File: src/pkg/pfs_map.svh
// pin function sharing: register offsets, field positions, reset values
// assumes a 32-bit classic wishbone slave with word-aligned registers
`ifndef PFS_MAP_SVH
`define PFS_MAP_SVH

// ************************************************************
// register offsets (byte addresses)
// ************************************************************
`define PFS_OFF_DATA    8'h00
`define PFS_OFF_DIR     8'h04
`define PFS_OFF_PULL    8'h08
`define PFS_OFF_DRIVE   8'h0C
`define PFS_OFF_SLEW    8'h10
`define PFS_OFF_SYSOPT  8'h14
`define PFS_OFF_KBD_EN  8'h18
`define PFS_OFF_KBD_EDG 8'h1C
`define PFS_OFF_ALT     8'h20
`define PFS_OFF_OWNER   8'h24
`define PFS_OFF_PAD     8'h28

// ************************************************************
// field positions
// ************************************************************
`define PFS_SYS_IRQ_PE   0
`define PFS_SYS_IRQ_PDD  1
`define PFS_SYS_RST_PE   2
`define PFS_SYS_DBG_PE   3
`define PFS_ALT_TIMER_EXT_CLOCK     0
`define PFS_ALT_ACMPO    1
`define PFS_ALT_TPM      2
`define PFS_ALT_ADC      3
`define PFS_ALT_ANALOG_COMPARATOR     4

// ************************************************************
// reset values
// ************************************************************
`define PFS_RST_SYSOPT  4'h8
`define PFS_RST_PORT6   6'h00
`define PFS_RST_ALT     5'h00
`define PFS_RST_KBD     4'h0

`endif

File: src/pkg/pfs_pkg.sv
// pin function sharing: shared types
// assumes the map header is included by files that need numbers
`default_nettype none

package pfs_pkg;
  // owner of a shared pin, low priority to high
  typedef enum logic [2:0] {
    PFS_OWN_PORT = 3'h0,
    PFS_OWN_ALT1 = 3'h1,
    PFS_OWN_ALT2 = 3'h2,
    PFS_OWN_ALT3 = 3'h3,
    PFS_OWN_ALT4 = 3'h4
  } pfs_owner_t;

  // pad controls toward one pad
  typedef struct packed {
    logic out;
    logic oe;
    logic pull_en;
    logic pull_down;
    logic drive_hi;
    logic slew_en;
  } pfs_pad_ctl_t;

  // wishbone request from the master
  typedef struct packed {
    logic cyc;
    logic stb;
    logic we;
    logic [3:0] sel;
    logic [7:0] adr;
    logic [31:0] dat;
  } pfs_wb_req_t;
endpackage : pfs_pkg

`default_nettype wire

File: src/pfs_top.sv
// pin function sharing: pad ownership and pad controls for six port pins
// assumes classic wishbone on clk; peripherals and pads are outside
// Operation
// - pull-up per input pin is enabled by a software bit
// - per-pin software bit selects output drive strength
// - per-pin software bit selects output slew-rate limiting
// - pin five has no slew or drive-strength setting
// - interrupt enable makes pin five the interrupt input unless reset or timer clock is enabled; own pull disable
// - reset enable makes pin five the reset input; pull-up forced
// - debug enable gives pin four to debug; pull-up forced on
// - keyboard enable plus edge bit turns pull-up into pull-down
// - comparator and converter both enabled share analog pins zero and one
`include "pfs_map.svh"
`default_nettype none

module pfs_top (
  // clock and reset
  input wire logic clk,
  input wire logic reset_n,
  // wishbone slave
  input wire pfs_pkg::pfs_wb_req_t wb_req,
  output logic [31:0] wb_dat_o,
  output logic wb_ack_o,
  // pads (index 0..5 = port pins zero..five)
  input wire logic [5:0] pad_in,
  output pfs_pkg::pfs_pad_ctl_t [5:0] pad_ctl,
  // peripheral inputs toward pads
  input wire logic analog_comparator_out,
  input wire logic tpm_ch_out,
  input wire logic tpm_ch_oe,
  input wire logic dbg_out,
  input wire logic dbg_oe,
  // peripheral outputs from pads
  output logic irq_in,
  output logic reset_in_n,
  output logic timer_ext_clock_in,
  output logic dbg_in,
  output logic [3:0] kbd_in,
  output logic tpm_ch_in,
  output logic [3:0] adc_conn,
  output logic [1:0] analog_comparator_conn
);
  import pfs_pkg::*;

  // ************************************************************
  // registers
  // ************************************************************
  logic [5:0] data_q;
  logic [5:0] dir_q;
  logic [5:0] pull_q;
  logic [5:0] drive_q;
  logic [5:0] slew_q;
  logic [3:0] sys_q;
  logic [3:0] kbd_en_q;
  logic [3:0] kbd_edg_q;
  logic [4:0] alt_q;
  logic ack_q;
  logic [31:0] rdat_q;

  // ************************************************************
  // bus decode
  // ************************************************************
  wire logic req;
  wire logic wr;
  wire logic [31:0] rd_mux;
  wire logic [31:0] wdat;

  assign req = wb_req.cyc & wb_req.stb & ~ack_q;
  assign wr = req & wb_req.we;
  // only lane 0 carries data; narrow fields sit in the low bits
  assign wdat = wb_req.sel[0] ? wb_req.dat : 32'h0000_0000;

  function automatic logic hit(input logic [7:0] a, input logic [7:0] off);
    hit = (a == off);
  endfunction : hit

  wire logic we_data = wr & wb_req.sel[0] & hit(wb_req.adr, `PFS_OFF_DATA);
  wire logic we_dir = wr & wb_req.sel[0] & hit(wb_req.adr, `PFS_OFF_DIR);
  wire logic we_pull = wr & wb_req.sel[0] & hit(wb_req.adr, `PFS_OFF_PULL);
  wire logic we_drv = wr & wb_req.sel[0] & hit(wb_req.adr, `PFS_OFF_DRIVE);
  wire logic we_slew = wr & wb_req.sel[0] & hit(wb_req.adr, `PFS_OFF_SLEW);
  wire logic we_sys = wr & wb_req.sel[0] & hit(wb_req.adr, `PFS_OFF_SYSOPT);
  wire logic we_ken = wr & wb_req.sel[0] & hit(wb_req.adr, `PFS_OFF_KBD_EN);
  wire logic we_kedg = wr & wb_req.sel[0] & hit(wb_req.adr, `PFS_OFF_KBD_EDG);
  wire logic we_alt = wr & wb_req.sel[0] & hit(wb_req.adr, `PFS_OFF_ALT);

  // ************************************************************
  // ownership per pin
  // ************************************************************
  pfs_owner_t [5:0] owner;
  wire logic irq_pe = sys_q[`PFS_SYS_IRQ_PE];
  wire logic rst_pe = sys_q[`PFS_SYS_RST_PE];
  wire logic dbg_pe = sys_q[`PFS_SYS_DBG_PE];
  wire logic timer_ext_clock_en = alt_q[`PFS_ALT_TIMER_EXT_CLOCK];
  wire logic adc_en = alt_q[`PFS_ALT_ADC];
  wire logic analog_comparator_en = alt_q[`PFS_ALT_ANALOG_COMPARATOR];

  // pin five: port, interrupt, timer clock, reset
  assign owner[5] = rst_pe ? PFS_OWN_ALT4 :
                    timer_ext_clock_en ? PFS_OWN_ALT2 :
                    irq_pe ? PFS_OWN_ALT1 : PFS_OWN_PORT;
  // pin four: port, comparator out, debug
  assign owner[4] = dbg_pe ? PFS_OWN_ALT3 :
                    alt_q[`PFS_ALT_ACMPO] ? PFS_OWN_ALT2 :
                    PFS_OWN_PORT;
  // pins three, two: port, keyboard, converter
  assign owner[3] = adc_en ? PFS_OWN_ALT2 :
                    kbd_en_q[3] ? PFS_OWN_ALT1 : PFS_OWN_PORT;
  assign owner[2] = adc_en ? PFS_OWN_ALT2 :
                    kbd_en_q[2] ? PFS_OWN_ALT1 : PFS_OWN_PORT;
  // pins one, zero: port, keyboard, analog; timer channel on pin zero only
  assign owner[1] = analog_comparator_en ? PFS_OWN_ALT4 :
                    adc_en ? PFS_OWN_ALT3 :
                    kbd_en_q[1] ? PFS_OWN_ALT1 : PFS_OWN_PORT;
  assign owner[0] = analog_comparator_en ? PFS_OWN_ALT4 :
                    adc_en ? PFS_OWN_ALT3 :
                    alt_q[`PFS_ALT_TPM] ? PFS_OWN_ALT2 :
                    kbd_en_q[0] ? PFS_OWN_ALT1 : PFS_OWN_PORT;

  // ************************************************************
  // per-pin alternate drive and pull forcing
  // ************************************************************
  logic [5:0] alt_drv;
  logic [5:0] alt_o;
  logic [5:0] alt_in_only;
  logic [5:0] frc_pull;
  logic [5:0] pull_cfg;
  logic [5:0] kbd_en6;
  logic [5:0] kbd_edg6;

  assign alt_drv[5] = 1'b0;
  assign alt_o[5] = 1'b0;
  assign alt_in_only[5] = owner[5] != PFS_OWN_PORT;
  assign frc_pull[5] = owner[5] == PFS_OWN_ALT4;
  // interrupt pull-up follows its own disable bit, not the port bit
  assign pull_cfg[5] = (owner[5] == PFS_OWN_ALT1) ?
                       ~sys_q[`PFS_SYS_IRQ_PDD] : pull_q[5];

  assign alt_drv[4] = (owner[4] == PFS_OWN_ALT3) ? dbg_oe :
                      (owner[4] == PFS_OWN_ALT2);
  assign alt_o[4] = (owner[4] == PFS_OWN_ALT3) ? dbg_out : analog_comparator_out;
  assign alt_in_only[4] = (owner[4] == PFS_OWN_ALT3) & ~dbg_oe;
  assign frc_pull[4] = owner[4] == PFS_OWN_ALT3;
  assign pull_cfg[4] = pull_q[4];

  genvar g;
  generate
    for (g = 0; g < 4; g++) begin : g_kbd
      wire logic analog = (owner[g] == PFS_OWN_ALT3) |
                          (owner[g] == PFS_OWN_ALT4) |
                          ((g > 1) && (owner[g] == PFS_OWN_ALT2));
      wire logic tpm_own = (g == 0) && (owner[g] == PFS_OWN_ALT2);
      assign alt_drv[g] = tpm_own & tpm_ch_oe;
      assign alt_o[g] = tpm_ch_out;
      // analog and keyboard owners are input only
      assign alt_in_only[g] = analog |
                              (owner[g] == PFS_OWN_ALT1) |
                              (tpm_own & ~tpm_ch_oe);
      assign frc_pull[g] = 1'b0;
      assign pull_cfg[g] = pull_q[g] & ~analog;
      assign kbd_en6[g] = kbd_en_q[g];
      assign kbd_edg6[g] = kbd_edg_q[g];
    end
    for (g = 0; g < 6; g++) begin : g_pad
      pfs_pad_cell u_cell (
        .port_out(data_q[g]),
        // pin five is input only: its port driver never turns on, and
        // its pull stays under software or owner control
        .port_dir(dir_q[g] & (g != 5)),
        .port_pull(g == 5 ? pull_cfg[g] : pull_cfg[g]),
        .port_drive(drive_q[g]),
        .port_slew(slew_q[g]),
        .alt_drives(alt_drv[g]),
        .alt_out(alt_o[g]),
        .alt_input_only(alt_in_only[g]),
        .force_pull(frc_pull[g]),
        .kbd_en(kbd_en6[g]),
        .kbd_edge(kbd_edg6[g]),
        .has_out_ctl(g != 5),
        .pad(pad_ctl[g])
      );
    end
  endgenerate
  assign kbd_en6[5:4] = 2'b00;
  assign kbd_edg6[5:4] = 2'b00;

  // ************************************************************
  // pad levels to peripherals
  // ************************************************************
  assign irq_in = (owner[5] == PFS_OWN_ALT1) & ~pad_in[5];
  assign reset_in_n = (owner[5] == PFS_OWN_ALT4) ? pad_in[5] : 1'b1;
  assign timer_ext_clock_in = (owner[5] == PFS_OWN_ALT2) & pad_in[5];
  assign dbg_in = (owner[4] == PFS_OWN_ALT3) ? pad_in[4] : 1'b1;
  assign kbd_in = pad_in[3:0] & kbd_en_q;
  assign tpm_ch_in = pad_in[0];
  // both analog users see pins zero and one at once, no arbitration
  assign adc_conn = {adc_en, adc_en, adc_en, adc_en};
  assign analog_comparator_conn = {analog_comparator_en, analog_comparator_en};

  // read mux; pad levels always readable at the pad offset
  assign rd_mux =
    hit(wb_req.adr, `PFS_OFF_DATA) ? {26'h0, data_q} :
    hit(wb_req.adr, `PFS_OFF_DIR) ? {26'h0, dir_q} :
    hit(wb_req.adr, `PFS_OFF_PULL) ? {26'h0, pull_q} :
    hit(wb_req.adr, `PFS_OFF_DRIVE) ? {26'h0, drive_q} :
    hit(wb_req.adr, `PFS_OFF_SLEW) ? {26'h0, slew_q} :
    hit(wb_req.adr, `PFS_OFF_SYSOPT) ? {28'h0, sys_q} :
    hit(wb_req.adr, `PFS_OFF_KBD_EN) ? {28'h0, kbd_en_q} :
    hit(wb_req.adr, `PFS_OFF_KBD_EDG) ? {28'h0, kbd_edg_q} :
    hit(wb_req.adr, `PFS_OFF_ALT) ? {27'h0, alt_q} :
    hit(wb_req.adr, `PFS_OFF_OWNER) ? {14'h0, owner} :
    hit(wb_req.adr, `PFS_OFF_PAD) ? {26'h0, pad_in} :
    32'h0000_0000;

  // ************************************************************
  // register processes
  // ************************************************************
  // bus answer: one cycle after the request, dropped the next cycle
  always_ff @(posedge clk or negedge reset_n) begin
    if (!reset_n) begin
      ack_q <= 1'b0;
      rdat_q <= 32'h0000_0000;
    end else begin
      ack_q <= req;
      rdat_q <= req ? rd_mux : rdat_q;
    end
  end

  // port registers
  always_ff @(posedge clk or negedge reset_n) begin
    if (!reset_n) begin
      data_q <= `PFS_RST_PORT6;
      dir_q <= `PFS_RST_PORT6;
      pull_q <= `PFS_RST_PORT6;
      drive_q <= `PFS_RST_PORT6;
      slew_q <= `PFS_RST_PORT6;
    end else begin
      if (we_data) data_q <= wdat[5:0];
      if (we_dir) dir_q <= wdat[5:0];
      if (we_pull) pull_q <= wdat[5:0];
      if (we_drv) drive_q <= wdat[5:0] & 6'h1F;
      if (we_slew) slew_q <= wdat[5:0] & 6'h1F;
    end
  end

  // function enables
  always_ff @(posedge clk or negedge reset_n) begin
    if (!reset_n) begin
      sys_q <= `PFS_RST_SYSOPT;
      kbd_en_q <= `PFS_RST_KBD;
      kbd_edg_q <= `PFS_RST_KBD;
      alt_q <= `PFS_RST_ALT;
    end else begin
      if (we_sys) sys_q <= wdat[3:0];
      if (we_ken) kbd_en_q <= wdat[3:0];
      if (we_kedg) kbd_edg_q <= wdat[3:0];
      if (we_alt) alt_q <= wdat[4:0];
    end
  end

  assign wb_ack_o = ack_q;
  assign wb_dat_o = rdat_q;
endmodule : pfs_top

`default_nettype wire

File: src/pfs_pad_cell.sv
// pin function sharing: per-pad control resolution for one port pin
// assumes owner code already resolved by the parent
`default_nettype none

module pfs_pad_cell (
  // port side
  input wire logic port_out,
  input wire logic port_dir,
  input wire logic port_pull,
  input wire logic port_drive,
  input wire logic port_slew,
  // alternate side
  input wire logic alt_drives,
  input wire logic alt_out,
  input wire logic alt_input_only,
  input wire logic force_pull,
  input wire logic kbd_en,
  input wire logic kbd_edge,
  input wire logic has_out_ctl,
  // pad side
  output pfs_pkg::pfs_pad_ctl_t pad
);
  import pfs_pkg::*;

  wire logic pull_req;
  wire logic port_drv;

  // pull applies only while the pin is an input
  assign pull_req = port_pull & ~port_dir;
  assign port_drv = port_dir & ~alt_input_only & ~alt_drives;

  // combine owner and configuration into pad controls
  assign pad.out = alt_drives ? alt_out : port_out;
  assign pad.oe = port_drv | alt_drives;
  assign pad.pull_en = force_pull | pull_req;
  assign pad.pull_down = ~force_pull & kbd_en & kbd_edge & pull_req;
  assign pad.drive_hi = has_out_ctl & port_drive;
  assign pad.slew_en = has_out_ctl & port_slew;
endmodule : pfs_pad_cell

`default_nettype wire

File: config.mk
export PLATFORM = sky130hd
export DESIGN_NAME = pfs_top
export DESIGN_NICKNAME = d
export VERILOG_FILES = /design/src/pkg/pfs_pkg.sv /design/src/pfs_top.sv /design/src/pfs_pad_cell.sv
export VERILOG_INCLUDE_DIRS = /design/src /design/src/pkg
export SDC_FILE = /design/constraint.sdc
export NUM_CORES = 1
export LEC_CHECK = 0
export BUFFER_PORTS_ARGS = -buffer_cell sky130_fd_sc_hd__buf_2
export CAP_MARGIN = 15
export CORE_UTILIZATION = 40
export DETAILED_ROUTE_END_ITERATION = 12
export HOLD_SLACK_MARGIN = 0.05
export PLACE_DENSITY = 0.78
export SYNTH_ARGS = -nofsm -noshare
export SYNTH_HDL_FRONTEND = slang
export SYNTH_SLANG_ARGS = --single-unit
File: constraint.sdc
create_clock -name clk -period 4.77 [get_ports clk]
set_input_delay 0.954 -clock clk [delete_from_list [all_inputs] [get_ports clk]]
set_output_delay 0.954 -clock clk [all_outputs]
set_load 0.01 [all_outputs]
Yosys cells after proc, flatten, opt, wreduce, memory -nomap -nowiden
Cells that the tools add are included.
- equal/unequal tests: 30
- mux-type cells: 35
- bitwise logic cells: 79
- reduce and logical (&&, ||, !) cells: 1
- operators by type and width (kind ; number):
    18-bit 2-to-1 mux ; 10
    1-bit bitwise AND ; 42
    8-bit by 5-bit == test with 1-bit output (second input constant) ; 4
    8-bit by 6-bit == test with 1-bit output (second input constant) ; 3
    1-bit inverter ; 21
    8-bit by 4-bit == test with 1-bit output (second input constant) ; 2
    2-bit 2-to-1 mux ; 8
    1-bit OR ; 15
    2-bit == test (second input constant) ; 6
    3-bit by 2-bit == test with 1-bit output (second input constant) ; 4
    1-bit 2-to-1 mux ; 12
    6-bit 2-to-1 mux ; 2
    3-bit by 1-bit == test with 1-bit output (second input constant) ; 3
    3-bit == test (second input constant) ; 3
    3-bit 2-to-1 mux ; 3
    8-bit by 3-bit == test with 1-bit output (second input constant) ; 1
    8-bit logical NOT ; 1
    2-bit by 3-bit == test with 1-bit output (second input constant) ; 2
    4-bit bitwise AND ; 1
    2-bit by 1-bit == test with 1-bit output (second input constant) ; 2
- bits in registers: 78
- output and inout bits: 84
- word-level logic and storage cells: 156

Longest topological paths before layout
Gate-level depths: netlist (run 1).
- depth in word-level cells: 14
- gate-level depth with buffers: 8
- mapped depth without buffers: 6

Modules after synthesis
Synthesis (run 1) repeated with hierarchy kept, for this count alone.
- cells, all modules: 459
- area, all modules: 3842.4 um^2
- modules (own cells, without submodules) (module ; times used ; cells an instance ; area an instance (um^2) ; sequential area each (um^2)):
    pfs_top ; 1 ; 405 ; 3399.5 ; 1502.7
    pfs_pad_cell ; 6 ; 9 ; 73.8 ; 0.0

Worst setup path after synthesis (run 1)
No wires, ideal clock.
- path type: in2out
- start point: in tpm_ch_oe
- end point: out pad_ctl[5] (netlist name)
- arrival: 1.505 ns
- required time: 3.816 ns
- path slack: 2.311 ns
- cell stages on the path: 3
- cells stage by stage: nand2_1 > nor3_1 > mux2_2
- RTL lines (item ; RTL line ; source):
    start: declaration ; pfs_top.sv:30 ; input wire logic tpm_ch_oe,
    end: declaration ; pfs_top.sv:26 ; output pfs_pkg::pfs_pad_ctl_t [5:0] pad_ctl,

==> results of run 1 <==
-- logic make-up after synthesis --
| logic type | count (synthesis) |
|---|---|
| AO/OA/AOI/OAI | 97 |
| buffers and inverters | 77 |
| flip-flops | 60 |
| multiplexers | 23 |
| other | 1 |
| AND/OR/NAND/NOR | 141 |
-- flip-flops by register name, summed over array words and instances, names as in the netlist --
| signal | flops |
|---|---|
| sys_q | 4 |
| kbd_en_q | 4 |
| dir_q | 6 |
| data_q | 6 |
| slew_q | 5 |
| wb_dat_o | 14 |
| alt_q | 5 |
| pull_q | 6 |
| wb_ack_o | 1 |
| drive_q | 5 |
| kbd_edg_q | 4 |
-- power groups by stage --
stage | clock, W | combinational [W] | sequential [W]
global route | 0.000495 | 0.000127 | 0.000524
global placement | 0 | 0.000114 | 0.000533
finish | 0.000470 | 0.000116 | 0.000524
CTS | 0.000479 | 0.000115 | 0.000524
detailed placement | 0 | 0.000115 | 0.000533
floorplan | 0 | 0.0000729 | 0.000535
-- cell usage after synthesis (all sizes together) (6+ instances only) --
| cell type | count | area (µm²) |
|---|---|---|
| inv | 7 | 26.3 |
| dfrtp | 59 | 1480 |
| nor2 | 17 | 73.8 |
| and3 | 6 | 37.5 |
| o211ai | 6 | 45.0 |
| nor4b | 6 | 82.6 |
| nand2b | 6 | 37.5 |
| mux2 | 16 | 180 |
| and2 | 11 | 68.8 |
| nand3 | 9 | 45.0 |
| a22o | 7 | 61.3 |
| clkbuf | 10 | 37.5 |
| buf | 58 | 423 |
| a21oi | 14 | 70.1 |
| o21ai | 44 | 220 |
| nor3 | 8 | 51.3 |
| nand2 | 54 | 203 |
-- path summary, 6_finish.rpt --
check / from / endpoint / depth (start not counted)
worst min register to register: wb_dat_o[13] / wb_dat_o[13] / 2
max in group asynchronous: reset_n / dir_q[1] / 2
worst max-delay path: alt_q[3] / pad_ctl[2] / 3
worst max register to register: wb_ack_o / sys_q[1] / 6
worst min-delay path: wb_dat_o[13] / wb_dat_o[13] / 2
min in group asynchronous: reset_n / alt_q[2] / 2
-- layer usage --
metal	global-route usage, %	share of wire (%)	up-vias
met5	0	0	-
met4	8.97	2.3	0
met3	5.01	8.4	20
met2	37.4	47	202
met1	31.6	42	1546
li1	-	-	1471
-- worst max-delay path, cell delays in order, from the launching register on --
cell and delay (ps):
dfrtp_1 670, nor4b_1 520, and3_1 200, buf_2 120
-- final cells by class --
class                   instances  area share, %
multi-input cells             283           43.0
inverters                       9          0.852
repair buffers                 93           11.4
clock inverters                 4           1.19
clock buffers                  12           3.77
flip-flops and latches         60           36.5
well taps                     108           3.29
-- stage by stage --
step / cells / util, % / area, µm² / worst slack, ps
after floorplan: 420 / - / 3770 / 2310
after global placement: 553 / 44.4 / 3910 / 1840
after detailed placement: 553 / 44.4 / 3910 / 1850
after CTS: 569 / 46.7 / 4110 / 1990
after global routing: 569 / 46.7 / 4110 / 1910
final: 569 / 46.7 / 4110 / 1950
==> metrics.txt, run 1 <==
status finished, violations left; failing checks DRC; Slew Limit Fails 0; initial antenna violation count 0; Pwr Total approximately 0.0011 W; nets@finish 516; share of cells above drive strength 1 around 29%; Die W about 98 µm; register share of total power a little under half; CTS tree built; CTS Buffer Depth 2; Setup TNS 0 ps; Post-Synth Adder-Cell Area 0%; via count ~3.2k; pin slew with the least headroom to its limit between 700 and 800 ps; # Post-CTS Setup Buffers 0; overall routed net length 10900 µm; fmax between 300 and 400 MHz; maxcap violations 0; area of the multi-input gates 1770 µm²; combinational share of power a little over a tenth; CP Class reg2out; Critical Path AT approximately 1900 ps; setup violators final 0; hold_buf cts 0; hold_ws roughly 500 ps; Final Hold Fails 0; Sequential Area 1500 µm²; clock sink total 60; multiplexer share of the synthesized area under 10%; core area between 8000 and 9000 µm²; hpwl dp approximately 8000 µm; clock power share between 40% and 50%; leakage slightly above 2 nW; ratio of routed vias to standard cells 5.69; crit share post-route 59.0%; RSZ-0062 raised after global routing false; Hold/Removal Path Class reg2reg; drt drc 9; switching power roughly 0.00029 W; # diodes 0; sequential fraction of the synthesis area 40.8%; Slew HR 48.6%; CTS buffer count 9; Synth Area in XOR/XNOR 0%; Cell variety after synth 58; Fin Clk Skew just over 7 ps; GRT Resource Usage Total 23.6%; crit path max fanout 20; largest net degree at the start of global routing between 60 and 70; Die ar. 9610 µm²; Pint between 0.0008 and 0.0009 W; filler instances 854; Die Ht 98.0 µm; Avg Cell Area, Syn 9.24 µm²; PwrDens approximately 270 nW/µm²; setup slack, reg-to-reg about 2400 ps; Clock Latency Late Sink between 300 and 400 ps; drt pass-1 iters 10; Netlist Area Pre-Place ~3700 µm²; FF+latch count, synth 60; Max IR drop VDD about 170 µV; ANT nets after route 0; global route overflow 0; Post-synth EDFFs 0; simple-gate area share of the yosys netlist between 20% and 30%; ys async rst share between 90% and 100%; first-pass GRT wire length 16900 µm; main combinational cell family by area after synthesis simple AND/OR/NAND/NOR gates; Iter 0 DRT Violations 285; CP Capture Type primary output; area grow syn2layout 11.5%; crit path launch type register; Initial Util between 40% and 50%; Clock Tree Root clkbuf_8; vias in the first global route 2988; top_reg_cell synth dfrtp_1; synth warn 0; I/O Buffers a little over 90; WP data required ~3800 ps; CTS resizes 0; most frequent cells in the layout 92 x buf_2, 59 x dfrtp_1, 54 x nand2_1; Routability Congestion between 0.9 and 1; I/O pin total ~140; compound-cell area share of the yosys netlist roughly 17%; Synth Instances between 300 and 400; htree depth 3; min cycle time layout 2820 ps; WL per Instance about 19 µm; leading cell type in the layout, fill and taps excluded buf_2; Rows 34; Clock transition at path regs 70 ps; switching share of power approximately a quarter
(Power assumes the default switching activity.)
==> run 2: changes to the inputs <==
--- a/config.mk
+++ b/config.mk
@@ -6,6 +6,7 @@
 export SDC_FILE = /design/constraint.sdc
 export NUM_CORES = 1
 export LEC_CHECK = 0
+export ABC_AREA = 1
 export BUFFER_PORTS_ARGS = -buffer_cell sky130_fd_sc_hd__buf_2
 export CAP_MARGIN = 15
 export CORE_UTILIZATION = 40
==> constraint.sdc (replaced) <==
create_clock -name clk -period 2.6 [get_ports clk]
set_input_delay 0.52 -clock clk [delete_from_list [all_inputs] [get_ports clk]]
set_output_delay 0.52 -clock clk [all_outputs]
set_load 0.01 [all_outputs]
==> run 2 against run 1 <==
The run now ends clean. Via count grew 3.0%. Largest cell class unchanged. Critical path depth grew 3. Critical path type unchanged. First-iteration DRC count grew 1.8%. Synthesized cell count grew 20%.
==> metrics.txt, run 2 <==
Fin Clk Skew 7.79 ps (+0.581 ps); Iter 0 DRT Violations 290 (+1.8%); Commonest cells post-synth 148 x nand2_1, 59 x dfrtp_1, 51 x buf_4; top-count cell post-synth nand2_1; area grow syn2layout 13.8%; RSZ-0062 raised after global routing false; fmax about 420 MHz; clock sink total 60 (unchanged); placed inst area 3830 µm² (-1.9%); I/O pin total 144 (unchanged); Post-synth EDFFs 0 (unchanged); hold_buf cts 0 (unchanged); setup ws final 232 ps (-1720 ps); pin slew with the least headroom to its limit 590 ps (-181 ps); Die Ht 96.4 µm (-1.7%); ys async rst share 100% (unchanged); Pwr Total 0.00203 W (+83%); Hold/Removal Path Class in2async; Slew HR 60.6% (+12 points); Critical Path AT 1850 ps (about the same); leakage 2.14 nW (+5.5%); Routability Congestion 0.954 (+0.54%); vias in the first global route 3045 (+1.9%); Initial Util 41.0% (-0.83 points); Clock transition at path regs 70 ps (about the same); max reg flops 14 (unchanged); CTS buffer count 9 (unchanged); min cycle time layout 2370 ps; global route overflow 0 (unchanged); CTS resizes 0 (unchanged); htree depth 3 (unchanged); CTS Buffer Depth 2 (unchanged); Die W 96.4 µm (-1.7%); drt pass-1 iters 6 (-4); Critical Path Source alt_q[3]; crit path launch type register; initial antenna violation count 0 (unchanged); most frequent cells in the layout 148 x nand2_1, 92 x buf_2, 59 x dfrtp_1; top_reg_cell synth dfrtp_1; Worst R2R Start wb_ack_o; # Post-CTS Setup Buffers 0 (unchanged); fin cells 658 (+16%); drt drc 0 (-9); nets@finish 605 (+17%); setup slack, reg-to-reg 900 ps (-1530 ps); Avg Cell Area, Syn 7.45 µm² (-19%); FF+latch count, synth 60 (unchanged); sequential fraction of the synthesis area 42.2% (+1.4 points); Cell variety after synth 34 (-41%); WP data required 2080 ps (-1740 ps); ANT nets after route 0 (unchanged); crit share post-route between 90% and 100%; CP Class reg2out; first-pass GRT wire length 15100 µm (-11%); reg2reg path depth 6 (unchanged); via count 3337 (+3.0%); I/O Buffers 92 (unchanged); leading cell type in the layout, fill and taps excluded nand2_1; Rows 34 (unchanged); Clock Latency Late Sink 340 ps (about the same); overall routed net length 9540 µm (-13%); Netlist Area Pre-Place 3560 µm² (-3.4%); WL per Instance 14.5 µm (-25%); PwrDens 501 nW/µm² (+86%); status complete, no violations; CP Capture Type primary output; # diodes 0 (unchanged); Synth top area share 41.4% (+1.4 points); Final Hold Fails 0 (unchanged); Place WS 605 ps (-1240 ps); Die ar. 9290 µm² (-3.3%); GRT Resource Usage Total 22.0% (-1.6 points); core area 8680 µm² (-1.4%); Setup TNS 0 ps (unchanged); hpwl dp 7270 µm (-11%); Max IR drop VDD 201 µV (+19%); CTS tree built; Synth Instances 478 (+20%); largest net degree at the start of global routing 36 (-41%); Clock Tree Root clkbuf_8; setup violators final 0 (unchanged); final instance area 4050 µm² (-1.5%); area leader, netlist dfrtp_1; synth warn 0 (unchanged); filler instances 866 (+1.4%); share of cells above drive strength 1 25.5% (-3.2 points); CP Capture Point pad_ctl[8]; ratio of routed vias to standard cells 5.07 (-11%); crit path max fanout 16 (-20%); Cells after DPL 642 (+16%); top post-synthesis cells by area dfrtp_1 41%, nand2_1 16%, buf_4 11%, o21ai_0 4.5%, nor2_1 4.3%; r2r endpoint dir_q[2]; Slew Limit Fails 0 (unchanged); maxcap violations 0 (unchanged)
==> run 2: cell count changes after synthesis, moves of 7 or more <==
cell      previous run  this run
nand2_1             54       148
nor2_1              15        41
inv_1                7        29
and2_1              11         1
inv_2                0        10
nand3_1              9        19
clkbuf_1            10         2
mux2_1               8         0
mux2_2               8         0
o21ai_1             15        23
a22o_1               7         0
nand2_2              0         7
==> run 2: cell type report <==
class | count | area, µm² | share of cell area [%]
clock buffer | 12 | 145 | 3.58
clock inverter | 4 | 72.6 | 1.79
inverter | 42 | 160 | 3.95
multi-input combinational | 339 | 1560 | 38.4
sequential | 60 | 1500 | 37.1
tap | 108 | 135 | 3.33
timing repair buffer | 93 | 480 | 11.9
==> run 2: kinds of logic (layout without fill, tap and decap cells) <==
family	Yosys count	in the layout	synth area share [%]
AO/OA/AOI/OAI	73	73	10.6
buffers and inverters	100	151	16.3
AND/OR/NAND/NOR	244	244	30.7
other	1	22	0.105
flip-flops	60	60	42.2
==> run 2: critical path, cell delays in order, from the launching register on <==
cell and delay (ps):
dfrtp_1 580, nor2_1 180, inv_1 100, nor3_1 320, nand2_1 90, nor2_1 100, buf_2 140
==> run 2: routing by layer <==
layer	wire length [µm]	up-vias	share of wire, %	global-route usage (%)
li1	-	1594	-	-
met2	4510	177	47	34.9
met1	4040	1544	42	29.2
met3	772	22	8.1	4.85
met5	0	-	0	0
met4	222	0	2.3	9.19
==> run 2: per-stage QoR <==
step / util, % / hold WS [ps]
2_1_floorplan: - / 224
3_3_place_gp: 44.2 / 464
3_5_place_dp: 44.2 / 468
4_1_cts: 46.7 / 189
5_1_grt: 46.7 / 212
6_report: 46.7 / 176
==> run 2: worst min-delay path by stage <==
stage / start / endpoint / slack, ps / cells past startpoint
after floorplan: reset_n / alt_q[0] / 220 / 0
after global placement: wb_dat_o[0] / wb_dat_o[0] / 460 / 2
after detailed placement: wb_dat_o[4] / wb_dat_o[4] / 470 / 2
after CTS: reset_n / wb_dat_o[15] / 190 / 1
after global routing: reset_n / wb_dat_o[17] / 210 / 1
final: reset_n / wb_dat_o[16] / 180 / 1
==> run 2: power breakdown <==
| group | total [W] | internal (W) | switching, W |
|---|---|---|---|
| Combinational | 0.000155 | 0.0000441 | 0.000111 |
| Clock | 0.000926 | 0.000565 | 0.000361 |
| Sequential | 0.000949 | 0.000942 | 0.00000625 |
| Total | 0.00203 | 0.00155 | 0.000479 |
==> run 3: changes to the inputs <==
--- a/config.mk
+++ b/config.mk
@@ -6,7 +6,6 @@
 export SDC_FILE = /design/constraint.sdc
 export NUM_CORES = 1
 export LEC_CHECK = 0
-export ABC_AREA = 1
 export BUFFER_PORTS_ARGS = -buffer_cell sky130_fd_sc_hd__buf_2
 export CAP_MARGIN = 15
 export CORE_UTILIZATION = 40
==> run 3 against run 2 <==
The run now ends with DRC left. Clock power grew 5.5%. Total power grew 6.6%. Design area grew 5.5%. Critical path depth shrank 2. Largest power group is now the clock network.
==> metrics.txt, run 3 (synthesis gave the netlist of run 1 again) <==
status finished, violations left; failing checks DRC; Iter 0 DRT Violations 311 (+7.2%); most frequent cells in the layout 92 x buf_2, 59 x dfrtp_1, 54 x nand2_1; # diodes 0 (unchanged); setup violators final 0 (unchanged); hpwl dp 8430 µm (+16%); Hold/Removal Path Class in2async; Cells after DPL 569 (-11%); core area 8810 µm² (+1.5%); first-pass GRT wire length 17000 µm (+13%); Clock Latency Late Sink 340 ps (about the same); initial antenna violation count 0 (unchanged); nets@finish 532 (-12%); CP Capture Type primary output; global route overflow 0 (unchanged); GRT Resource Usage Total 23.6% (+1.5 points); CTS tree built; max reg flops 14 (unchanged); min cycle time layout 2290 ps (-79.1 ps); maxcap violations 0 (unchanged); WL per Instance 18.7 µm (+29%); overall routed net length 10900 µm (+15%); I/O Buffers 92 (unchanged); Cell Chain, Critical Path buf_4, nor4b_1, and3_1, buf_2; Max IR drop VDD 367 µV (+83%); RSZ-0062 raised after global routing false; crit share post-route 88.0% (-3.0 points); Die Ht 98.0 µm (+1.7%); clock sink total 60 (unchanged); crit path launch type register; CP Class reg2out; share of cells above drive strength 1 31.2% (+5.8 points); Pwr Total 0.00216 W (+6.6%); Clock transition at path regs 70 ps (about the same); leakage 2.12 nW (-1.0%); leading cell type in the layout, fill and taps excluded buf_2; # Post-CTS Setup Buffers 0 (unchanged); hold_buf cts 0 (unchanged); Rows 34 (unchanged); Sequential Area 1500 µm² (unchanged); crit path max fanout 14 (-2); CP max stage cell dfrtp_1; area of the multi-input gates 1770 µm² (+14%); CTS Buffer Depth 2 (unchanged); htree depth 3 (unchanged); Slew HR 55.2% (-5.5 points); Clock Tree Root clkbuf_8; ratio of routed vias to standard cells 5.60 (+10%); Critical Path AT 1770 ps (-80 ps); Die W 98.0 µm (+1.7%); drt drc 10 (+10); ANT nets after route 0 (unchanged); pin slew with the least headroom to its limit 672 ps (+81.8 ps); Setup TNS 0 ps (unchanged); via count 3278 (-1.8%); setup slack, reg-to-reg 680 ps (-220 ps); area grow syn2layout 16.0%; Routability Congestion 0.970 (+1.7%); max incr delay on CP 470 ps (-110 ps); CTS resizes 0 (unchanged); filler instances 839 (-3.1%); drt pass-1 iters 9 (+3); Fin Clk Skew 5.98 ps (-1.80 ps); Die ar. 9610 µm² (+3.4%); Final Hold Fails 0 (unchanged); CTS buffer count 9 (unchanged); fmax 437 MHz (+3.5%); PwrDens 506 nW/µm² (+1.1%); vias in the first global route 3046 (+0.033%); Slew Limit Fails 0 (unchanged); hold_ws 211 ps (+34.8 ps); WP data required 2080 ps (about the same); largest net degree at the start of global routing 35 (-2.8%); Initial Util 41.9% (+0.83 points); fin cells 585 (-11%); I/O pin total 144 (unchanged)
## run 3: worst max-delay path, delay by kind of cell (launching register included)
family                 cells  cell delay, ps
buffers and inverters      2             370
DFF                        1             470
and+or+nand+nor            2             590
## run 3: final cells by class
cell class / count / share of cell area, %
multi-input cells: 283 / 41.3
flip-flops and latches: 60 / 35.1
repair buffers: 109 / 14.0
clock buffers: 11 / 3.54
well taps: 108 / 3.16
clock inverters: 5 / 1.96
inverters: 9 / 0.819
## run 3: path summary, 6_finish.rpt
kind | start | endpoint | depth (start not counted)
hold / removal | reset_n | wb_dat_o[6] | 1
setup reg to reg | alt_q[4] | wb_dat_o[1] | 4
setup / recovery | alt_q[3] | pad_ctl[8] | 4
max in group asynchronous | reset_n | sys_q[3] | 2
min in group clk | wb_req[4] | dir_q[4] | 3
hold reg to reg | wb_dat_o[13] | wb_dat_o[13] | 2
## run 3: per-layer routing
layer / vias up / routed length (µm) / global-route usage, % / share of wire, %
met4: 0 / 261 / 7.46 / 2.4
met1: 1580 / 4650 / 32.1 / 43
li1: 1502 / - / - / -
met3: 23 / 853 / 3.79 / 7.8
met5: - / 0 / 0 / 0
met2: 173 / 5160 / 38.3 / 47
## run 3: report_power, final
| group | leakage [nW] | internal [W] | total (W) | switching, W |
|---|---|---|---|---|
| combinational | 1.20 | 0.0000771 | 0.000228 | 0.000151 |
| sequential | 0.808 | 0.000949 | 0.000960 | 0.0000110 |
| clock | 0.112 | 0.000593 | 0.000977 | 0.000384 |
## run 3: metrics by stage
stage / setup WS, ps / area (µm²) / utilization [%]
after global routing: 171 / 4280 / 48.6
after global placement: 241 / 4040 / 45.9
final: 312 / 4280 / 48.6
after CTS: 307 / 4280 / 48.6
after detailed placement: 215 / 4040 / 45.9
after floorplan: 617 / 3770 / -
